$ cat config.mk
export PLATFORM = sky130hd
export DESIGN_NAME = srctl_top
export DESIGN_NICKNAME = d
export VERILOG_FILES = /design/src/srctl_pkg.sv /design/src/srctl_top.sv /design/src/srctl_edge.sv
export SDC_FILE = /design/constraint.sdc
export NUM_CORES = 1
export LEC_CHECK = 0
export BUFFER_PORTS_ARGS = -buffer_cell sky130_fd_sc_hd__clkbuf_2
export CORE_MARGIN = 10
export CORE_UTILIZATION = 28
export CTS_BUF_LIST = sky130_fd_sc_hd__clkbuf_16
export CTS_CLUSTER_SIZE = 20
export DETAILED_ROUTE_END_ITERATION = 16
export PLACE_DENSITY_LB_ADDON = 0.12
export SLEW_MARGIN = 40
export SYNTH_ARGS = -nofsm -noshare
export SYNTH_HDL_FRONTEND = slang
export SYNTH_SLANG_ARGS = --single-unit
$ cat constraint.sdc
create_clock -name mclk -period 3.3 [get_ports mclk]
set_input_delay 0.66 -clock mclk [delete_from_list [all_inputs] [get_ports mclk]]
set_output_delay 0.66 -clock mclk [all_outputs]
set_load 0.1 [all_outputs]
$ cat src/srctl_pkg.sv
// Shared types and constants for the sequence run control block
package srctl_pkg;

    localparam int STEP_W = 8;

    localparam logic [STEP_W-1:0] STEP_ZERO  = 8'h00;
    localparam logic [1:0]        SYNC_RESET = 2'h3;

    typedef enum logic [3:0] {
        SRC_EDIT  = 4'b0001,
        SRC_ARMED = 4'b0010,
        SRC_RUN   = 4'b0100,
        SRC_PAUSE = 4'b1000
    } srctl_state_t;

    // Panel key commands, each a one-cycle pulse
    typedef struct packed {
        logic check;
        logic start;
        logic pause;
        logic resume;
        logic branch_event_cmd;
        logic stop;
        logic abort_now_cmd;
        logic edit;
        logic store;
    } srctl_cmd_t;

    // External logic-level lines, high at rest except the trigger, which rests low
    typedef struct packed {
        logic start_n;
        logic stop_n;
        logic pause_n;
        logic event_n;
        logic shared_n;
        logic trigger;
    } srctl_ext_t;

    // Branch attributes of the active step
    typedef struct packed {
        logic              event_branch_on;
        logic [STEP_W-1:0] event_dest;
        logic              state_branch_on;
        logic [STEP_W-1:0] state_dest;
        logic [STEP_W-1:0] next_step;
        logic              step_done;
        logic              seq_end;
    } srctl_step_t;

endpackage : srctl_pkg

$ cat src/srctl_top.sv
// Run-state controller of a step sequencer
// What this block does
// - Editing state never runs; any load or edit needs a new check pass.
// - Check in editing validates, allocates memory, picks range, then arms on pass.
// - Failed validation flags error and stays in editing.
// - Editing drives output with the selected step's configuration.
// - Cutting or inserting steps leaves jump and branch destinations unchanged.
// - Saving allowed only in editing, before or after a check.
// - Start in armed begins running.
// - Pause in running holds step and output unchanged.
// - Resume in paused continues from the paused point.
// - Branch command in run or pause jumps only if step enables event branch.
// - Stop in run or pause selects step zero and returns to armed.
// - Immediate stop ends at once, step zero, no phase or sweep wait.
// - Edit in armed returns to editing, needing a new check.
// - External lines other than the trigger act only when external control is enabled.
// - Trigger input used as sequence trigger only starts the sequence.
// - External start falling edge starts when armed, ignored in run or pause.
// - External stop falling edge in run or pause ends, step zero.
// - External pause falls to pause in run, rises to resume when paused.
// - External event falling edge branches if step enables event branch.
// - Low external state line branches if step enables state branch.
// - Shared input is start or state branch, never both.
// - A setting assigns the shared input to start or state branch.
// - Auto output gate turns output on at start from armed, off on stop or sequence end.
`timescale 1ns/1ps
`default_nettype none
module srctl_top
    import srctl_pkg::*;
(
    input  wire logic              mclk,
    input  wire logic              resetn,
    input  wire srctl_cmd_t        panel_cmd,
    input  wire srctl_ext_t        ext_in,
    input  wire srctl_step_t       step_info,
    input  wire logic              external_control_enable,
    input  wire logic              shared_input_assign,
    input  wire logic              trigger_as_start,
    input  wire logic              auto_output_gate,
    input  wire logic              output_key_toggle,
    input  wire logic              check_done,
    input  wire logic              check_pass,
    input  wire logic              edit_modify,
    input  wire logic [STEP_W-1:0] edit_step_select,
    output logic                   check_request,
    output logic                   check_error,
    output logic                   store_grant,
    output logic                   step_advance_enable,
    output logic                   abort_now,
    output logic                   waveform_output,
    output srctl_state_t           run_state,
    output logic [STEP_W-1:0]      active_step
);
    ////////////////////////////////////////////////////////////////////////
    // External line conditioning
    logic start_fall, stop_fall, pause_fall, pause_rise;
    logic event_fall, shared_lvl, shared_fall, trig_rise;

    srctl_edge u_start (.mclk(mclk), .resetn(resetn), .din(ext_in.start_n),
        .level(), .fall(start_fall), .rise());
    srctl_edge u_stop (.mclk(mclk), .resetn(resetn), .din(ext_in.stop_n),
        .level(), .fall(stop_fall), .rise());
    srctl_edge u_pause (.mclk(mclk), .resetn(resetn), .din(ext_in.pause_n),
        .level(), .fall(pause_fall), .rise(pause_rise));
    srctl_edge u_event (.mclk(mclk), .resetn(resetn), .din(ext_in.event_n),
        .level(), .fall(event_fall), .rise());
    srctl_edge u_shared (.mclk(mclk), .resetn(resetn), .din(ext_in.shared_n),
        .level(shared_lvl), .fall(shared_fall), .rise());
    // Trigger idles low, so its reset-time fall is never used
    srctl_edge u_trig (.mclk(mclk), .resetn(resetn), .din(ext_in.trigger),
        .level(), .fall(), .rise(trig_rise));

    ////////////////////////////////////////////////////////////////////////
    // Command merge
    wire ext_en        = external_control_enable;
    // Shared pin is start when assign is low, state branch when high
    wire shared_is_lvl = shared_input_assign;
    wire x_start  = ext_en & ((start_fall) | (~shared_is_lvl & shared_fall));
    wire t_start  = trigger_as_start & trig_rise;
    wire x_stop   = ext_en & stop_fall;
    wire x_pause  = ext_en & pause_fall;
    wire x_resume = ext_en & pause_rise;
    wire x_event  = ext_en & event_fall;
    wire x_state  = ext_en & shared_is_lvl & ~shared_lvl;

    wire in_edit  = (run_state == SRC_EDIT);
    wire in_armed = (run_state == SRC_ARMED);
    wire in_run   = (run_state == SRC_RUN);
    wire in_pause = (run_state == SRC_PAUSE);
    wire active   = in_run | in_pause;

    wire do_abort  = active & panel_cmd.abort_now_cmd;
    wire do_stop   = active & (panel_cmd.stop | x_stop);
    wire term      = do_abort | do_stop;
    wire do_start  = in_armed & (panel_cmd.start | x_start | t_start);
    wire do_edit   = in_armed & panel_cmd.edit & ~do_start;
    wire ev_req    = panel_cmd.branch_event_cmd | x_event;
    wire do_event  = active & ~term & ev_req & step_info.event_branch_on;
    wire do_state  = active & ~term & ~do_event & x_state
                   & step_info.state_branch_on;
    wire do_pause  = in_run & ~term & ~do_event & ~do_state
                   & (panel_cmd.pause | x_pause);
    wire do_resume = in_pause & ~term & ~do_event & ~do_state
                   & (panel_cmd.resume | x_resume);

    ////////////////////////////////////////////////////////////////////////
    // Check handshake
    logic checking;
    wire  do_check   = in_edit & panel_cmd.check & ~checking & ~edit_modify;
    wire  check_ok   = checking & check_done & check_pass & ~edit_modify;
    wire  check_bad  = checking & check_done & (~check_pass | edit_modify);

    srctl_state_t next_run_state;
    always_comb begin
        next_run_state = run_state;
        unique case (run_state)
            SRC_EDIT: begin
                if (check_ok) begin
                    next_run_state = SRC_ARMED;
                end
            end
            SRC_ARMED: begin
                if (do_start) begin
                    next_run_state = SRC_RUN;
                end else if (do_edit) begin
                    next_run_state = SRC_EDIT;
                end
            end
            SRC_RUN: begin
                if (term) begin
                    next_run_state = SRC_ARMED;
                end else if (do_pause) begin
                    next_run_state = SRC_PAUSE;
                end
            end
            SRC_PAUSE: begin
                if (term) begin
                    next_run_state = SRC_ARMED;
                end else if (do_resume) begin
                    next_run_state = SRC_RUN;
                end
            end
            default: next_run_state = SRC_EDIT;
        endcase
    end

    // Step selection: in editing the panel choice drives the output
    logic [STEP_W-1:0] next_active_step;
    always_comb begin
        next_active_step = active_step;
        if (in_edit) begin
            next_active_step = edit_step_select;
        end else if (term) begin
            next_active_step = STEP_ZERO;
        end else if (do_start) begin
            next_active_step = STEP_ZERO;
        end else if (do_event) begin
            next_active_step = step_info.event_dest;
        end else if (do_state) begin
            next_active_step = step_info.state_dest;
        end else if (in_run & step_info.step_done & ~do_pause) begin
            // Destinations pass through untouched; no renumbering here
            next_active_step = step_info.next_step;
        end
    end

    // Natural sequence end returns to armed via the step logic's own stop
    // A branch in the same cycle outranks the natural end
    wire seq_finish = in_run & step_info.seq_end & ~term & ~do_event & ~do_state;

    ////////////////////////////////////////////////////////////////////////
    // Output gate: key toggles work unless the auto gate acts that cycle, auto gate acts on entry
    logic next_wave;
    always_comb begin
        next_wave = waveform_output;
        if (output_key_toggle) begin
            next_wave = ~waveform_output;
        end
        if (auto_output_gate & do_start) begin
            next_wave = 1'b1;
        end else if (auto_output_gate & (term | seq_finish)) begin
            next_wave = 1'b0;
        end
    end

    ////////////////////////////////////////////////////////////////////////
    // State registers
    always_ff @(posedge mclk or negedge resetn) begin
        if (!resetn) begin
            run_state <= SRC_EDIT;
        end else if (seq_finish) begin
            run_state <= SRC_ARMED;
        end else begin
            run_state <= next_run_state;
        end
    end

    always_ff @(posedge mclk or negedge resetn) begin
        if (!resetn) begin
            active_step <= STEP_ZERO;
        end else if (seq_finish) begin
            active_step <= STEP_ZERO;
        end else begin
            active_step <= next_active_step;
        end
    end

    always_ff @(posedge mclk or negedge resetn) begin
        if (!resetn) begin
            checking <= 1'b0;
        end else if (do_check) begin
            checking <= 1'b1;
        end else if (check_done | ~in_edit) begin
            checking <= 1'b0;
        end
    end

    // Error is sticky until the next check request or leaving editing
    always_ff @(posedge mclk or negedge resetn) begin
        if (!resetn) begin
            check_error <= 1'b0;
        end else if (check_bad) begin
            check_error <= 1'b1;
        end else if (do_check | ~in_edit) begin
            check_error <= 1'b0;
        end
    end

    always_ff @(posedge mclk or negedge resetn) begin
        if (!resetn) begin
            check_request <= 1'b0;
            store_grant   <= 1'b0;
            abort_now     <= 1'b0;
        end else begin
            check_request <= do_check;
            store_grant   <= in_edit & panel_cmd.store;
            abort_now     <= do_abort;
        end
    end

    always_ff @(posedge mclk or negedge resetn) begin
        if (!resetn) begin
            waveform_output <= 1'b0;
        end else begin
            waveform_output <= next_wave;
        end
    end

    // Steps advance only while running; paused holds the step unless a branch or stop acts
    assign step_advance_enable = in_run;
endmodule : srctl_top
`default_nettype wire

$ cat src/srctl_edge.sv
// Two-flop synchroniser with edge detection for one external line
`timescale 1ns/1ps
`default_nettype none
module srctl_edge
    import srctl_pkg::*;
(
    input  wire logic mclk,
    input  wire logic resetn,
    input  wire logic din,
    output logic      level,
    output logic      fall,
    output logic      rise
);
    logic [1:0] sync;
    logic       prev;

    always_ff @(posedge mclk or negedge resetn) begin
        if (!resetn) begin
            sync <= SYNC_RESET;
            prev <= 1'b1;
        end else begin
            sync <= {sync[0], din};
            prev <= sync[1];
        end
    end

    assign level = sync[1];
    assign fall  = prev & ~sync[1];
    assign rise  = ~prev & sync[1];
endmodule : srctl_edge
`default_nettype wire

Yosys cells after proc, flatten, opt, wreduce, memory -nomap -nowiden
Cells that the tools add are included.

word-level totals
  output and inout port bits = 18
  register bits after elaboration = 36
  logic and storage cells = 138
  input bits = 61

operators by class
  mux-type cells = 23
  equality and inequality tests = 8
  reductions and logical operators = 5
  bitwise logic cells = 82

operators with widths
  kind                count
  $mux 8              7
  $and 1x1->1         51
  $mux 4              8
  $not 1->1           18
  $pmux 4 s4          1
  $or 1x1->1          13
  $ne 4x1->1 const B  3
  $mux 1              7
  $reduce_bool 7->1   1
  $eq 4x1->1 const B  1
  $eq 4x2->1 const B  1
  $eq 4x3->1 const B  1
  $eq 4x4->1 const B  1
  $reduce_and 4->1    1
  $reduce_bool 2->1   2
  $ne 3x1->1 const B  1
  $reduce_bool 3->1   1

Depth between registers and ports, before layout
Gate-level depths: netlist of run 1.

  depth in word-level cells = 26
  mapped depth = 7
  mapped depth without buffers = 6

Modules after synthesis
Synthesis of run 1 repeated with hierarchy kept, for this count alone.

unflattened totals
  cell total of the unflattened synthesis = 162
  area, all modules = 1783.0 sq um

by module, submodules not included
  module      instances  cells an instance  area each (sq um)
  srctl_top   1          132                1219.9
  srctl_edge  6          5                  93.8

Worst setup path after synthesis of run 1
Ideal clock, no wire load.

  path type = register -> register
  start = register run_state[2]
  end = register active_step[1]
  data required time = 3173 ps
  stages on the path, launching flop included = 8
  setup slack = -1017 ps
  arrival time = 4190 ps
  cells stage by stage = dfrtp_1 -> nor4b_2 -> and3_1 -> nor4b_2 -> o2111a_2 -> or2_1 -> buf_2 -> o21ai_1

on the way
  word-level cells in the longest chain between the ends = 18

ends and longest elaborated chain
  item                                                line                                                  text
  start, declared                                     srctl_top.sv:51                                       output srctl_state_t run_state,
  start signal, assigned                              srctl_top.sv:194                                      run_state <= next_run_state;
  $eq 4x3->1 *                                        srctl_top.sv:88                                       wire in_run = (run_state == SRC_RUN);
  net step_advance_enable                             srctl_top.sv:48                                       output logic step_advance_enable,
  $or 1x1->1                                          srctl_top.sv:90                                       wire active = in_run | in_pause;
  $and 1x1->1 (on tied branches)                      srctl_top.sv:92, srctl_top.sv:93
  $or 1x1->1                                          srctl_top.sv:94                                       wire term = do_abort | do_stop;
  $not 1->1                                           --
  $and 1x1->1                                         srctl_top.sv:98, srctl_top.sv:99
  $and 1x1->1 (2 in series)                           srctl_top.sv:98                                       wire do_event = active & ~term & ev_req & step_info.event_branch_on;
  $not 1->1                                           srctl_top.sv:99, srctl_top.sv:101, srctl_top.sv:169
  $and 1x1->1 (2 in series)                           srctl_top.sv:99                                       wire do_state = active & ~term & ~do_event & x_state
  $and 1x1->1                                         srctl_top.sv:100                                      & step_info.state_branch_on;
  $mux 8 / $not 1->1 (equally long branches)          srctl_top.sv:159, srctl_top.sv:101, srctl_top.sv:169
  $mux 8 / $and 1x1->1 (equally long branches)        srctl_top.sv:157, srctl_top.sv:101
  $mux 8 / $and 1x1->1 (equally long branches)        srctl_top.sv:155, srctl_top.sv:102
  $mux 8 / $not 1->1 (equally long branches)          srctl_top.sv:153, srctl_top.sv:161
  $mux 8 / $and 1x1->1 (equally long branches)        srctl_top.sv:151, srctl_top.sv:161
  $mux 8 / $reduce_bool 7->1 (equally long branches)  --
  end signal, assigned                                srctl_top.sv:204                                      active_step <= next_active_step;
  end, declared                                       srctl_top.sv:52                                       output logic [STEP_W-1:0] active_step

Mark *: on every way through the listed nets, which the timed path passes. The rest lies on a longest branch.
A chain may end at the register's enable or synchronous reset.

Final worst setup path of run 1
  start = register run_state[3]
  end = register active_step[3]

on the way
  word-level cells in the longest chain between the ends = 18

ends and longest elaborated chain
  item                                                line
  $eq 4x3->1 / $eq 4x4->1 (equally long branches)     srctl_top.sv:88, srctl_top.sv:89
  $or 1x1->1                                          srctl_top.sv:90
  $and 1x1->1 (on tied branches)                      srctl_top.sv:92, srctl_top.sv:93
  $or 1x1->1                                          srctl_top.sv:94
  $not 1->1                                           --
  $and 1x1->1                                         srctl_top.sv:98, srctl_top.sv:99
  $and 1x1->1 (2 in series)                           srctl_top.sv:98
  $not 1->1                                           srctl_top.sv:99, srctl_top.sv:101, srctl_top.sv:169
  $and 1x1->1 (2 in series)                           srctl_top.sv:99
  $and 1x1->1                                         srctl_top.sv:100
  $mux 8 / $not 1->1 (equally long branches)          srctl_top.sv:159, srctl_top.sv:101, srctl_top.sv:169
  $mux 8 / $and 1x1->1 (equally long branches)        srctl_top.sv:157, srctl_top.sv:101
  $mux 8 / $and 1x1->1 (equally long branches)        srctl_top.sv:155, srctl_top.sv:102
  $mux 8 / $not 1->1 (equally long branches)          srctl_top.sv:153, srctl_top.sv:161
  $mux 8 / $and 1x1->1 (equally long branches)        srctl_top.sv:151, srctl_top.sv:161
  $mux 8 / $reduce_bool 7->1 (equally long branches)  --

Several ways; a longest one is shown, not always the timed one.

==> insert_results.sql, run 1 <==
INSERT INTO impl_metrics (metric_group, metric, value, unit) VALUES
('place', 'port_buffers', '78', ''),
('sta', 'drv_slew', '0', ''),
('sta', 'setup_ws', '832', 'ps'),
('place', 'dp_hpwl', '4320', 'um'),
('synth', 'post_synthesis_xor_xnor_area_fraction', '1.01', '%'),
('worst_setup_path', 'worst_setup_path_end_kind', 'flip-flop', ''),
('cells_and_area', 'ff_latch_area', '928', 'um2'),
('routing', 'routed_via_count', '1578', ''),
('synth', 'synth_seq_cells', '36', ''),
('clock_network', 'cts.htree.levels', '2', ''),
('sta', 'timing.final.hold_violations', '0', ''),
('sta', 'worst_slew_margin_rel', '62.6', '%'),
('grt', 'grt.overflow.total', '0', ''),
('synth', 'synth_compound_gate_area_share', '18.3', '%'),
('synth', 'synthDistinctLibCells', '46', ''),
('worst_setup_path', 'cp_top_family', 'simple AND/OR/NAND/NOR gates', ''),
('worst_setup_path', 'cp.arrival', '2620', 'ps'),
('synth', 'main_combinational_cell_family_by_area_after_synthesis', 'simple AND/OR/NAND/NOR gates', ''),
('clock_network', 'tritoncts', 'done', ''),
('grt', 'groute.usage.overall', '10.7', '%'),
('power_and_ir_drop', 'power.density', '911', 'nW/um2'),
('sta', 'fin_hold_ws', '354', 'ps'),
('clock_network', 'clk_pin_slew_worst_setup_hold_paths', '50', 'ps'),
('clock_network', 'clk_latency', '280', 'ps'),
('hold_path', 'hold_path_class', 'flip-flop to flip-flop', ''),
('worst_setup_path', 'critPathMaxStageDelay', '500', 'ps'),
('place', 'postPlaceCellArea', '2240', 'um2'),
('cells_and_area', 'fillers', '598', ''),
('synth', 'synth_async_sr_flop_share', '100', '%'),
('clock_network', 'cts_made_buffers', '5', ''),
('floorplanning', 'num_rows', '28', ''),
('clock_network', 'clock_tree.root_cell', 'sky130_fd_sc_hd__clkbuf_16', ''),
('clock_network', 'cts_sinks', '36', ''),
('synth', 'postSynth.topFlopCell', 'sky130_fd_sc_hd__dfstp_2', ''),
('grt', 'initial_antenna_violation_count', '0', ''),
('synth', 'mux_cell_area_share_after_synthesis', '2.30', '%'),
('sta', 'setup-violations-final', '0', ''),
('synth', 'synth.net_count', '224', ''),
('clock_network', 'holdBufCountCts', '0', ''),
('routing', 'drt-vias-per-instance', '4.92', ''),
('floorplanning', 'fp.dieH', '98.9', 'um'),
('cells_and_area', 'num_antenna_cells', '0', ''),
('routing', 'first_iter_violations', '54', ''),
('sta', 'fmaxAchievable', '405', 'MHz'),
('cells_and_area', 'final_net_count', '306', ''),
('sta', 'worst_slew_pin_slew', '557', 'ps'),
('sta', 'timing.setup.tns', '0', 'ps'),
('sta', 'post_route_clock_period_utilization', '74.8', '%'),
('cells_and_area', 'number_of_standard_cells_in_the_final_layout_excluding_fillers', '321', ''),
('grt', 'grt_max_degree', '37', ''),
('routing', 'detail-route-antenna-nets', '0', ''),
('worst_setup_path', 'crit_slowest_cell', 'sky130_fd_sc_hd__nor3_2', ''),
('synth', 'synth-seq-area-share', '53.1', '%'),
('place', 'routabilityCongestion', '0.753', ''),
('place', 'post-place-ws', '591', 'ps'),
('floorplanning', 'initial_utilization', '29.1', '%'),
('synth', 'synthAdderAreaFrac', '0', '%'),
('power_and_ir_drop', 'vdd_ir_drop_max', '672', 'uV'),
('status', 'run_status', 'finished clean', ''),
('cells_and_area', 'drive_gt1_share', '47.6', '%'),
('floorplanning', 'core_area', '5990', 'um2'),
('sta', 'rsz0062_at_grt', 'no', ''),
('worst_setup_path', 'crit_path_start_kind', 'flip-flop', ''),
('synth', 'syn-cell-area', '1740', 'um2'),
('power_and_ir_drop', 'leakagePower', '1.10', 'nW'),
('synth', 'synth_area_per_cell', '10.7', 'um2'),
('worst_setup_path', 'critical_path_rt', '3450', 'ps'),
('clock_network', 'postCtsSetupBuffers', '0', ''),
('cells_and_area', 'layout.core_utilization', '39.7', '%'),
('worst_setup_path', 'worst-path-max-fanout', '9', ''),
('cells_and_area', 'multiInputGateArea', '778', 'um2');
area by class of cell:
class                           count  area share, %
Sequential cell                    36           39.0
Timing Repair Buffer               79           16.8
Clock inverter                      3          0.631
Multi-Input combinational cell    113           32.7
Inverter                           10           1.58
Tap cell                           75           3.95
Clock buffer                        5           5.26
per-layer routing:
metal | vias up | part of all wire, % | global-route usage [%]
li1 | 772 | - | -
met1 | 755 | 41 | 11.8
met2 | 47 | 50 | 18.5
met3 | 4 | 8.2 | 4.82
met4 | 0 | 0.59 | 2.43
met5 | - | 0 | 0
cells in the final DEF, fill, tap and decap left out, types with 5 or more instances in the layout:
cell type,instances
sky130_fd_sc_hd__clkbuf_16,5
sky130_fd_sc_hd__clkbuf_2,77
sky130_fd_sc_hd__dfrtp_1,14
sky130_fd_sc_hd__dfstp_2,19
sky130_fd_sc_hd__inv_1,11
sky130_fd_sc_hd__nand2_1,15
sky130_fd_sc_hd__nand2b_1,6
sky130_fd_sc_hd__nor2_1,7
sky130_fd_sc_hd__o21ai_0,8
sky130_fd_sc_hd__o21ai_1,8
cells in the mapped netlist (all sizes together) (6+ instances only):
cell / count / area, um2
dfrtp: 17 / 425
dfstp: 19 / 499
inv: 10 / 37.5
nand2: 15 / 56.3
nand2b: 6 / 37.5
nor2: 7 / 26.3
o21ai: 16 / 80.1
report_power, final:
part / internal [mW] / switching (mW)
clock: 0.274 / 0.172
sequential: 0.551 / 0.0692
combinational: 0.245 / 0.856
total: 1.07 / 1.10
worst paths after layout:
path                                   from                to  slack (ps)  cells past startpoint
max                            run_state[3]    active_step[3]         830                      6
min                        u_shared.sync[0]  u_shared.sync[1]         350                      0
max reg2reg                    run_state[3]    active_step[3]         830                      6
min reg2reg                u_shared.sync[0]  u_shared.sync[1]         350                      0
max in group asynchronous            resetn       u_stop.prev        2570                      1
min in group asynchronous            resetn    active_step[7]         370                      1
sequential cells by signal (all words and copies together) (netlist names):
| name | count |
|---|---|
| u_event.sync | 2 |
| u_shared.sync | 2 |
| u_pause.prev | 1 |
| u_start.prev | 1 |
| u_shared.prev | 1 |
| check_error | 1 |
| checking | 1 |
| u_start.sync | 2 |
| waveform_output | 1 |
| u_trig.sync | 2 |
| u_trig.prev | 1 |
| u_stop.prev | 1 |
| u_pause.sync | 2 |
| check_request | 1 |
| run_state | 4 |
| u_event.prev | 1 |
| u_stop.sync | 2 |
| store_grant | 1 |
| active_step | 8 |
| abort_now | 1 |
cell families (layout without fill, tap and decap cells):
kind of cell / Yosys count / after routing
xor+xnor: 2 / 2
mux: 4 / 4
simple gates: 63 / 63
buf+inv: 14 / 97
compound gates: 44 / 44
flops: 36 / 36
(Power assumes the default switching activity.)
==> run 2, diff against run 1 <==
Settings changed: ABC_AREA from default to 1.
Clock period 3.3 ns to 2.5 ns, I/O delays scaled along.
==> insert_results.sql, run 2 <==
INSERT INTO impl_metrics (metric_group, metric, value, unit) VALUES
('status', 'run_status', 'finished clean', ''),
('grt', 'groute.usage.overall', '11.2', '%'),
('floorplanning', 'floorplan.die_area', '10700', 'um2'),
('worst_setup_path', 'worst_setup_path_end_kind', 'output pin', ''),
('routing', 'postRouteWirelength', '5830', 'um'),
('synth', 'edff_count_synth', '0', ''),
('floorplanning', 'fp.dieH', '103', 'um'),
('synth', 'synth_seq_cells', '36', ''),
('worst_setup_path', 'worst-path-max-fanout', '6', ''),
('sta', 'post_route_clock_period_utilization', '81.5', '%'),
('clock_network', 'postCtsSetupBuffers', '0', ''),
('synth', 'yosysMostFrequentCell', 'sky130_fd_sc_hd__nand2_1', ''),
('synth', 'ys_top_cells_by_count', 'sky130_fd_sc_hd__nand2_1, sky130_fd_sc_hd__inv_1, sky130_fd_sc_hd__nand3_1', ''),
('sta', 'fmaxAchievable', '491', 'MHz'),
('sta', 'timing.final.hold_violations', '0', ''),
('cells_and_area', 'post-route-cell-area', '2580', 'um2'),
('worst_setup_path', 'crit_chain', 'nor2_2, nand2_4, inv_1, clkbuf_2', ''),
('synth', 'syn_inst', '252', ''),
('place', 'dp_hpwl', '4710', 'um'),
('synth', 'synthDominantAreaCellType', 'sky130_fd_sc_hd__dfstp_2', ''),
('sta', 'timing.setup.tns', '0', 'ps'),
('synth', 'synth_async_sr_flop_share', '100', '%'),
('floorplanning', 'core_area', '6760', 'um2'),
('sta', 'setup_ws', '461', 'ps'),
('grt', 'grt_max_degree', '20', ''),
('place', 'post-place-ws', '365', 'ps'),
('clock_network', 'cts_sinks', '36', ''),
('clock_network', 'ctsLongestPathBuffers', '2', ''),
('place', 'postPlaceCellArea', '2430', 'um2'),
('cells_and_area', 'num_antenna_cells', '0', ''),
('clock_network', 'holdBufCountCts', '0', ''),
('sta', 'worst_slew_pin_slew', '547', 'ps'),
('power_and_ir_drop', 'vdd_ir_drop_max', '309', 'uV'),
('place', 'port_buffers', '78', ''),
('clock_network', 'cts.htree.levels', '2', ''),
('synth', 'synthDistinctLibCells', '32', ''),
('cells_and_area', 'mostFrequentLayoutCells', 'sky130_fd_sc_hd__nand2_1, sky130_fd_sc_hd__clkbuf_2, sky130_fd_sc_hd__inv_1', ''),
('sta', 'setup-violations-final', '0', ''),
('synth', 'synth_area_per_cell', '7.71', 'um2'),
('worst_setup_path', 'critical_path_rt', '2000', 'ps'),
('routing', 'detail-route-antenna-nets', '0', ''),
('synth', 'synth.net_count', '313', ''),
('synth', 'ys.warnings.count', '0', ''),
('place', 'routabilityCongestion', '0.802', ''),
('cells_and_area', 'final_net_count', '397', ''),
('routing', 'wl_per_cell', '14.0', 'um'),
('worst_setup_path', 'cp_top_family', 'buffers and inverters', ''),
('routing', 'drt-vias-per-instance', '4.34', ''),
('cells_and_area', 'area_growth_synth_to_finish', '32.9', '%'),
('power_and_ir_drop', 'leakagePower', '1.47', 'nW'),
('floorplanning', 'num_rows', '30', ''),
('power_and_ir_drop', 'power.density', '1220', 'nW/um2'),
('worst_setup_path', 'crit_buf_inv', '2', ''),
('cells_and_area', 'drive_gt1_share', '38.6', '%'),
('clock_network', 'clock_tree.root_cell', 'sky130_fd_sc_hd__clkbuf_16', ''),
('clock_network', 'post_cts_resized', '0', ''),
('clock_network', 'clk_latency', '280', 'ps'),
('flow_run', 'max_cap_violations', '0', ''),
('clock_network', 'cts_made_buffers', '5', ''),
('worst_setup_path', 'criticalPathCategory', 'flip-flop to output pin', ''),
('grt', 'grt_first_pass_wirelength', '9350', 'um'),
('cells_and_area', 'mostFrequentLayoutCell', 'sky130_fd_sc_hd__nand2_1', ''),
('clock_network', 'tritoncts', 'done', ''),
('cells_and_area', 'largest_register_ff_count', '8', ''),
('grt', 'initial_antenna_violation_count', '0', ''),
('worst_setup_path', 'cp.arrival', '1540', 'ps'),
('floorplanning', 'io-pin-count', '79', ''),
('sta', 'fin_hold_ws', '174', 'ps'),
('synth', 'synth-seq-area-share', '47.6', '%'),
('synth', 'synth_largest_type_area_fraction', '25.7', '%'),
('grt', 'first_global_vias', '1941', ''),
('floorplanning', 'initial_utilization', '28.7', '%'),
('routing', 'drt-pass1-iter-count', '4', ''),
('routing', 'routed_via_count', '1811', ''),
('worst_setup_path', 'critPathMaxStageDelay', '440', 'ps'),
('synth', 'postSynth.topFlopCell', 'sky130_fd_sc_hd__dfstp_2', ''),
('cells_and_area', 'largest_registers', 'active_step: 8 flops, run_state: 4 flops', ''),
('sta', 'min_period', '2040', 'ps'),
('worst_setup_path', 'crit_path_start_kind', 'flip-flop', ''),
('floorplanning', 'die-width', '103', 'um'),
('clock_network', 'clk_pin_slew_worst_setup_hold_paths', '60', 'ps'),
('routing', 'post-route-drc-count', '0', ''),
('sta', 'worst_slew_margin_rel', '63.7', '%'),
('grt', 'grt.overflow.total', '0', ''),
('synth', 'syn-cell-area', '1940', 'um2'),
('cells_and_area', 'layout.core_utilization', '38.2', '%'),
('cells_and_area', 'largest-register', 'active_step', ''),
('hold_path', 'hold_path_class', 'primary input to async pin', ''),
('synth', 'synth.top_cells.by_area', 'sky130_fd_sc_hd__dfstp_2, sky130_fd_sc_hd__dfrtp_1, sky130_fd_sc_hd__nand2_1', ''),
('sta', 'skew', '7.23', 'ps'),
('routing', 'first_iter_violations', '59', ''),
('sta', 'drv_slew', '0', ''),
('sta', 'rsz0062_at_grt', 'no', ''),
('worst_setup_path', 'crit_slowest_cell', 'sky130_fd_sc_hd__clkbuf_2', '');
[run 2: kinds of logic (layout without fill, tap and decap cells)]
logic type	after synthesis	in the layout	share of synthesized area, %
AOI/OAI and AO/OA	18	18	6.57
xor gates and xnor gates	1	1	0.451
buffers and inverters	47	132	9.41
DFF	36	36	47.6
and+or+nand+nor	150	150	36.0
[run 2: metal layers]
layer	part of all wire [%]	global-route usage, %	routed length (um)	vias up
met5	0	0	0	-
met4	1.5	3.32	87	0
met3	9.2	4.12	537	10
met2	44	17.6	2580	59
met1	45	14.1	2620	796
li1	-	-	-	946
[run 2: layout make-up]
type	count	area, um2
Tap cell	80	100
Clock inverter	3	22.5
Sequential cell	36	925
Fill cell	745	4180
Inverter	43	161
Multi-Input combinational cell	169	835
Clock buffer	5	125
Timing Repair Buffer	81	413
[run 2: where the power goes]
part,leakage (nW),internal (mW),switching [mW]
combinational,0.981,0.352,1.35
sequential,0.419,0.735,0.0770
clock,0.0703,0.371,0.251
total,1.47,1.46,1.68
[run 2: through the flow]
step,power [mW],cells
2_1_floorplan,2.17,252
3_3_place_gp,2.53,409
3_5_place_dp,2.54,409
4_1_cts,3.18,417
5_1_grt,3.36,417
6_report,3.14,417
[run 2: worst paths after layout]
check	from	cells after the start	slack [ps]	to
min in group mclk	ext_in[4]	1	300	u_stop.sync[0]
min	resetn	1	170	waveform_output
max in group asynchronous	resetn	2	1630	u_event.sync[0]
min reg2reg	u_pause.sync[0]	0	350	u_pause.sync[1]
max	run_state[1]	4	460	step_advance_enable
max reg2reg	run_state[1]	9	480	active_step[7]
[run 2: worst reg2reg max path, stage by stage, from the launching register on]
cell	delay (ps)
sky130_fd_sc_hd__dfrtp_1	430
sky130_fd_sc_hd__nor2_2	200
sky130_fd_sc_hd__nand2_4	110
sky130_fd_sc_hd__nand2_4	130
sky130_fd_sc_hd__nand3b_2	270
sky130_fd_sc_hd__nand3_2	200
sky130_fd_sc_hd__nand2_1	90
sky130_fd_sc_hd__a21oi_2	360
sky130_fd_sc_hd__nand2_1	90
sky130_fd_sc_hd__nand2_1	70
==> run 3, diff against run 2 <==
Clock period 2.5 ns to 1.95 ns, I/O delays scaled along.
==> insert_results.sql, run 3 (synthesis gave the netlist of run 2 again) <==
INSERT INTO impl_metrics (metric_group, metric, value, unit) VALUES
('worst_setup_path', 'crit_buf_inv', '1', ''),
('power_and_ir_drop', 'power.density', '1560', 'nW/um2'),
('sta', 'fmaxAchievable', '567', 'MHz'),
('clock_network', 'tritoncts', 'done', ''),
('worst_setup_path', 'worst-path-max-fanout', '6', ''),
('clock_network', 'clk_pin_slew_worst_setup_hold_paths', '60', 'ps'),
('cells_and_area', 'final_net_count', '409', ''),
('sta', 'timing.final.hold_violations', '0', ''),
('cells_and_area', 'mostFrequentLayoutCell', 'sky130_fd_sc_hd__nand2_1', ''),
('cells_and_area', 'area_growth_synth_to_finish', '41.3', '%'),
('sta', 'worst_slew_pin_slew', '554', 'ps'),
('cells_and_area', 'fillers', '741', ''),
('worst_setup_path', 'r2r_path_start', 'run_state[0]', ''),
('clock_network', 'postCtsSetupBuffers', '0', ''),
('status', 'run_status', 'finished clean', ''),
('routing', 'first_iter_violations', '64', ''),
('routing', 'post-route-drc-count', '0', ''),
('clock_network', 'clk_latency', '280', 'ps'),
('worst_setup_path', 'worst_setup_path_endpoint', 'run_state[2]', ''),
('grt', 'first_global_vias', '1913', ''),
('floorplanning', 'core_area', '6760', 'um2'),
('cells_and_area', 'ff_latch_area', '935', 'um2'),
('floorplanning', 'floorplan.die_area', '10700', 'um2'),
('clock_network', 'cts_made_buffers', '5', ''),
('flow_run', 'max_cap_violations', '0', ''),
('sta', 'worst_slew_margin_rel', '63.2', '%'),
('worst_setup_path', 'worst_case_reg_to_reg_path_depth', '9', ''),
('hold_path', 'hold_path_class', 'primary input to flip-flop', ''),
('worst_setup_path', 'worst_setup_path_startpoint', 'run_state[0]', ''),
('power_and_ir_drop', 'leakagePower', '1.53', 'nW'),
('cells_and_area', 'largest_registers', 'active_step: 8 flops, run_state: 4 flops', ''),
('worst_setup_path', 'critical_path.reg2reg.endpoint', 'run_state[2]', ''),
('clock_network', 'cts_sinks', '36', ''),
('sta', 'timing.setup.tns', '0', 'ps'),
('worst_setup_path', 'cp.arrival', '1960', 'ps'),
('place', 'routabilityCongestion', '0.799', ''),
('clock_network', 'cts.htree.levels', '2', ''),
('cells_and_area', 'drive_gt1_share', '42.1', '%'),
('power_and_ir_drop', 'vdd_ir_drop_max', '598', 'uV'),
('worst_setup_path', 'cp_common_cell', 'sky130_fd_sc_hd__nand3_1', ''),
('cells_and_area', 'mostFrequentLayoutCells', 'sky130_fd_sc_hd__nand2_1, sky130_fd_sc_hd__clkbuf_2, sky130_fd_sc_hd__inv_1', ''),
('clock_network', 'clock_tree.root_cell', 'sky130_fd_sc_hd__clkbuf_16', ''),
('cells_and_area', 'multiInputGateArea', '853', 'um2'),
('floorplanning', 'fp.dieH', '103', 'um'),
('routing', 'detail-route-antenna-nets', '0', ''),
('worst_setup_path', 'critPathMaxStageDelay', '630', 'ps'),
('floorplanning', 'die-width', '103', 'um'),
('grt', 'grt.overflow.total', '0', ''),
('cells_and_area', 'num_antenna_cells', '0', ''),
('cells_and_area', 'largest-register', 'active_step', ''),
('sta', 'rsz0062_at_grt', 'no', ''),
('place', 'dp_hpwl', '4800', 'um'),
('floorplanning', 'num_rows', '30', ''),
('routing', 'postRouteWirelength', '5730', 'um'),
('worst_setup_path', 'worst_setup_path_end_kind', 'flip-flop', ''),
('worst_setup_path', 'crit_chain', 'nor2_4, nand2_4, nand2_4, nand3_1, buf_4, nand3_1, nand2_1, nand3_1, o21ai_0', ''),
('place', 'postPlaceCellArea', '2550', 'um2'),
('grt', 'grt_max_degree', '21', ''),
('grt', 'initial_antenna_violation_count', '0', ''),
('sta', 'setup-violations-final', '0', ''),
('sta', 'min_period', '1760', 'ps'),
('routing', 'drt-vias-per-instance', '4.32', ''),
('worst_setup_path', 'cp_top_family', 'simple AND/OR/NAND/NOR gates', ''),
('sta', 'post_route_clock_period_utilization', '90.5', '%'),
('worst_setup_path', 'timing.reg2reg.setup_slack', '190', 'ps'),
('floorplanning', 'initial_utilization', '28.7', '%'),
('worst_setup_path', 'crit_path_start_kind', 'flip-flop', ''),
('cells_and_area', 'largest_register_ff_count', '8', ''),
('routing', 'drt-pass1-iter-count', '4', ''),
('worst_setup_path', 'criticalPathCategory', 'flip-flop to flip-flop', ''),
('sta', 'drv_slew', '0', ''),
('floorplanning', 'io-pin-count', '79', ''),
('worst_setup_path', 'critical_path_rt', '2140', 'ps'),
('grt', 'grt_first_pass_wirelength', '9180', 'um'),
('place', 'port_buffers', '78', ''),
('routing', 'wl_per_cell', '13.3', 'um'),
('grt', 'groute.usage.overall', '10.9', '%'),
('worst_setup_path', 'crit_slowest_cell', 'sky130_fd_sc_hd__dfstp_4', ''),
('clock_network', 'ctsLongestPathBuffers', '2', ''),
('sta', 'skew', '5.05', 'ps'),
('routing', 'routed_via_count', '1854', ''),
('cells_and_area', 'post-route-cell-area', '2740', 'um2'),
('worst_setup_path', 'worstSetupPathDepth', '9', '');
## run 3: metrics by stage
stage	hold WS, ps	utilization, %	total power [mW]	std cells	setup slack, ps
6_report	186	40.6	4.29	429	185
5_1_grt	176	40.6	4.60	429	6.76
4_1_cts	180	40.4	4.35	429	105
3_5_place_dp	211	37.8	3.40	420	110
3_3_place_gp	206	37.8	3.39	420	143
2_1_floorplan	94.4	-	2.84	252	10.1
## run 3: routing by layer
layer,up-vias,share of wire (%),track usage (%)
met5,-,0,0
met4,0,0.96,3.21
met3,5,8.9,4.25
met2,47,47,18.2
met1,828,43,12.7
li1,974,-,-
## run 3: where the power goes
group / internal [mW] / switching [mW] / leakage, nW
combinational: 0.565 / 1.73 / 1.03
clock: 0.608 / 0.319 / 0.0847
sequential: 0.955 / 0.104 / 0.415
total: 2.13 / 2.16 / 1.53
## run 3: timing repair
action / in CTS / in global routing
endpoints found under the hold margin: 3 / 0
endpoints found under the setup margin: 0 / 7
resized for setup: 0 / 3
hold buffers: 1 / 0
## run 3: worst min-delay path by stage
| stage | startpoint | endpoint | slack [ps] | cells past startpoint |
|---|---|---|---|---|
| after floorplan | resetn | abort_now | 90 | 0 |
| after global placement | resetn | abort_now | 210 | 1 |
| after detailed placement | resetn | abort_now | 210 | 1 |
| after CTS | ext_in[0] | u_trig.sync[0] | 180 | 1 |
| after global routing | ext_in[5] | u_start.sync[0] | 180 | 1 |
| final | ext_in[5] | u_start.sync[0] | 190 | 1 |
## run 3: cell type report
cell class	count	share of cell area (%)
Sequential cell	36	34.1
Multi-Input combinational cell	169	31.1
Timing Repair Buffer	93	19.0
Inverter	43	6.02
Clock buffer	5	4.56
Tap cell	80	3.65
Clock inverter	3	1.64
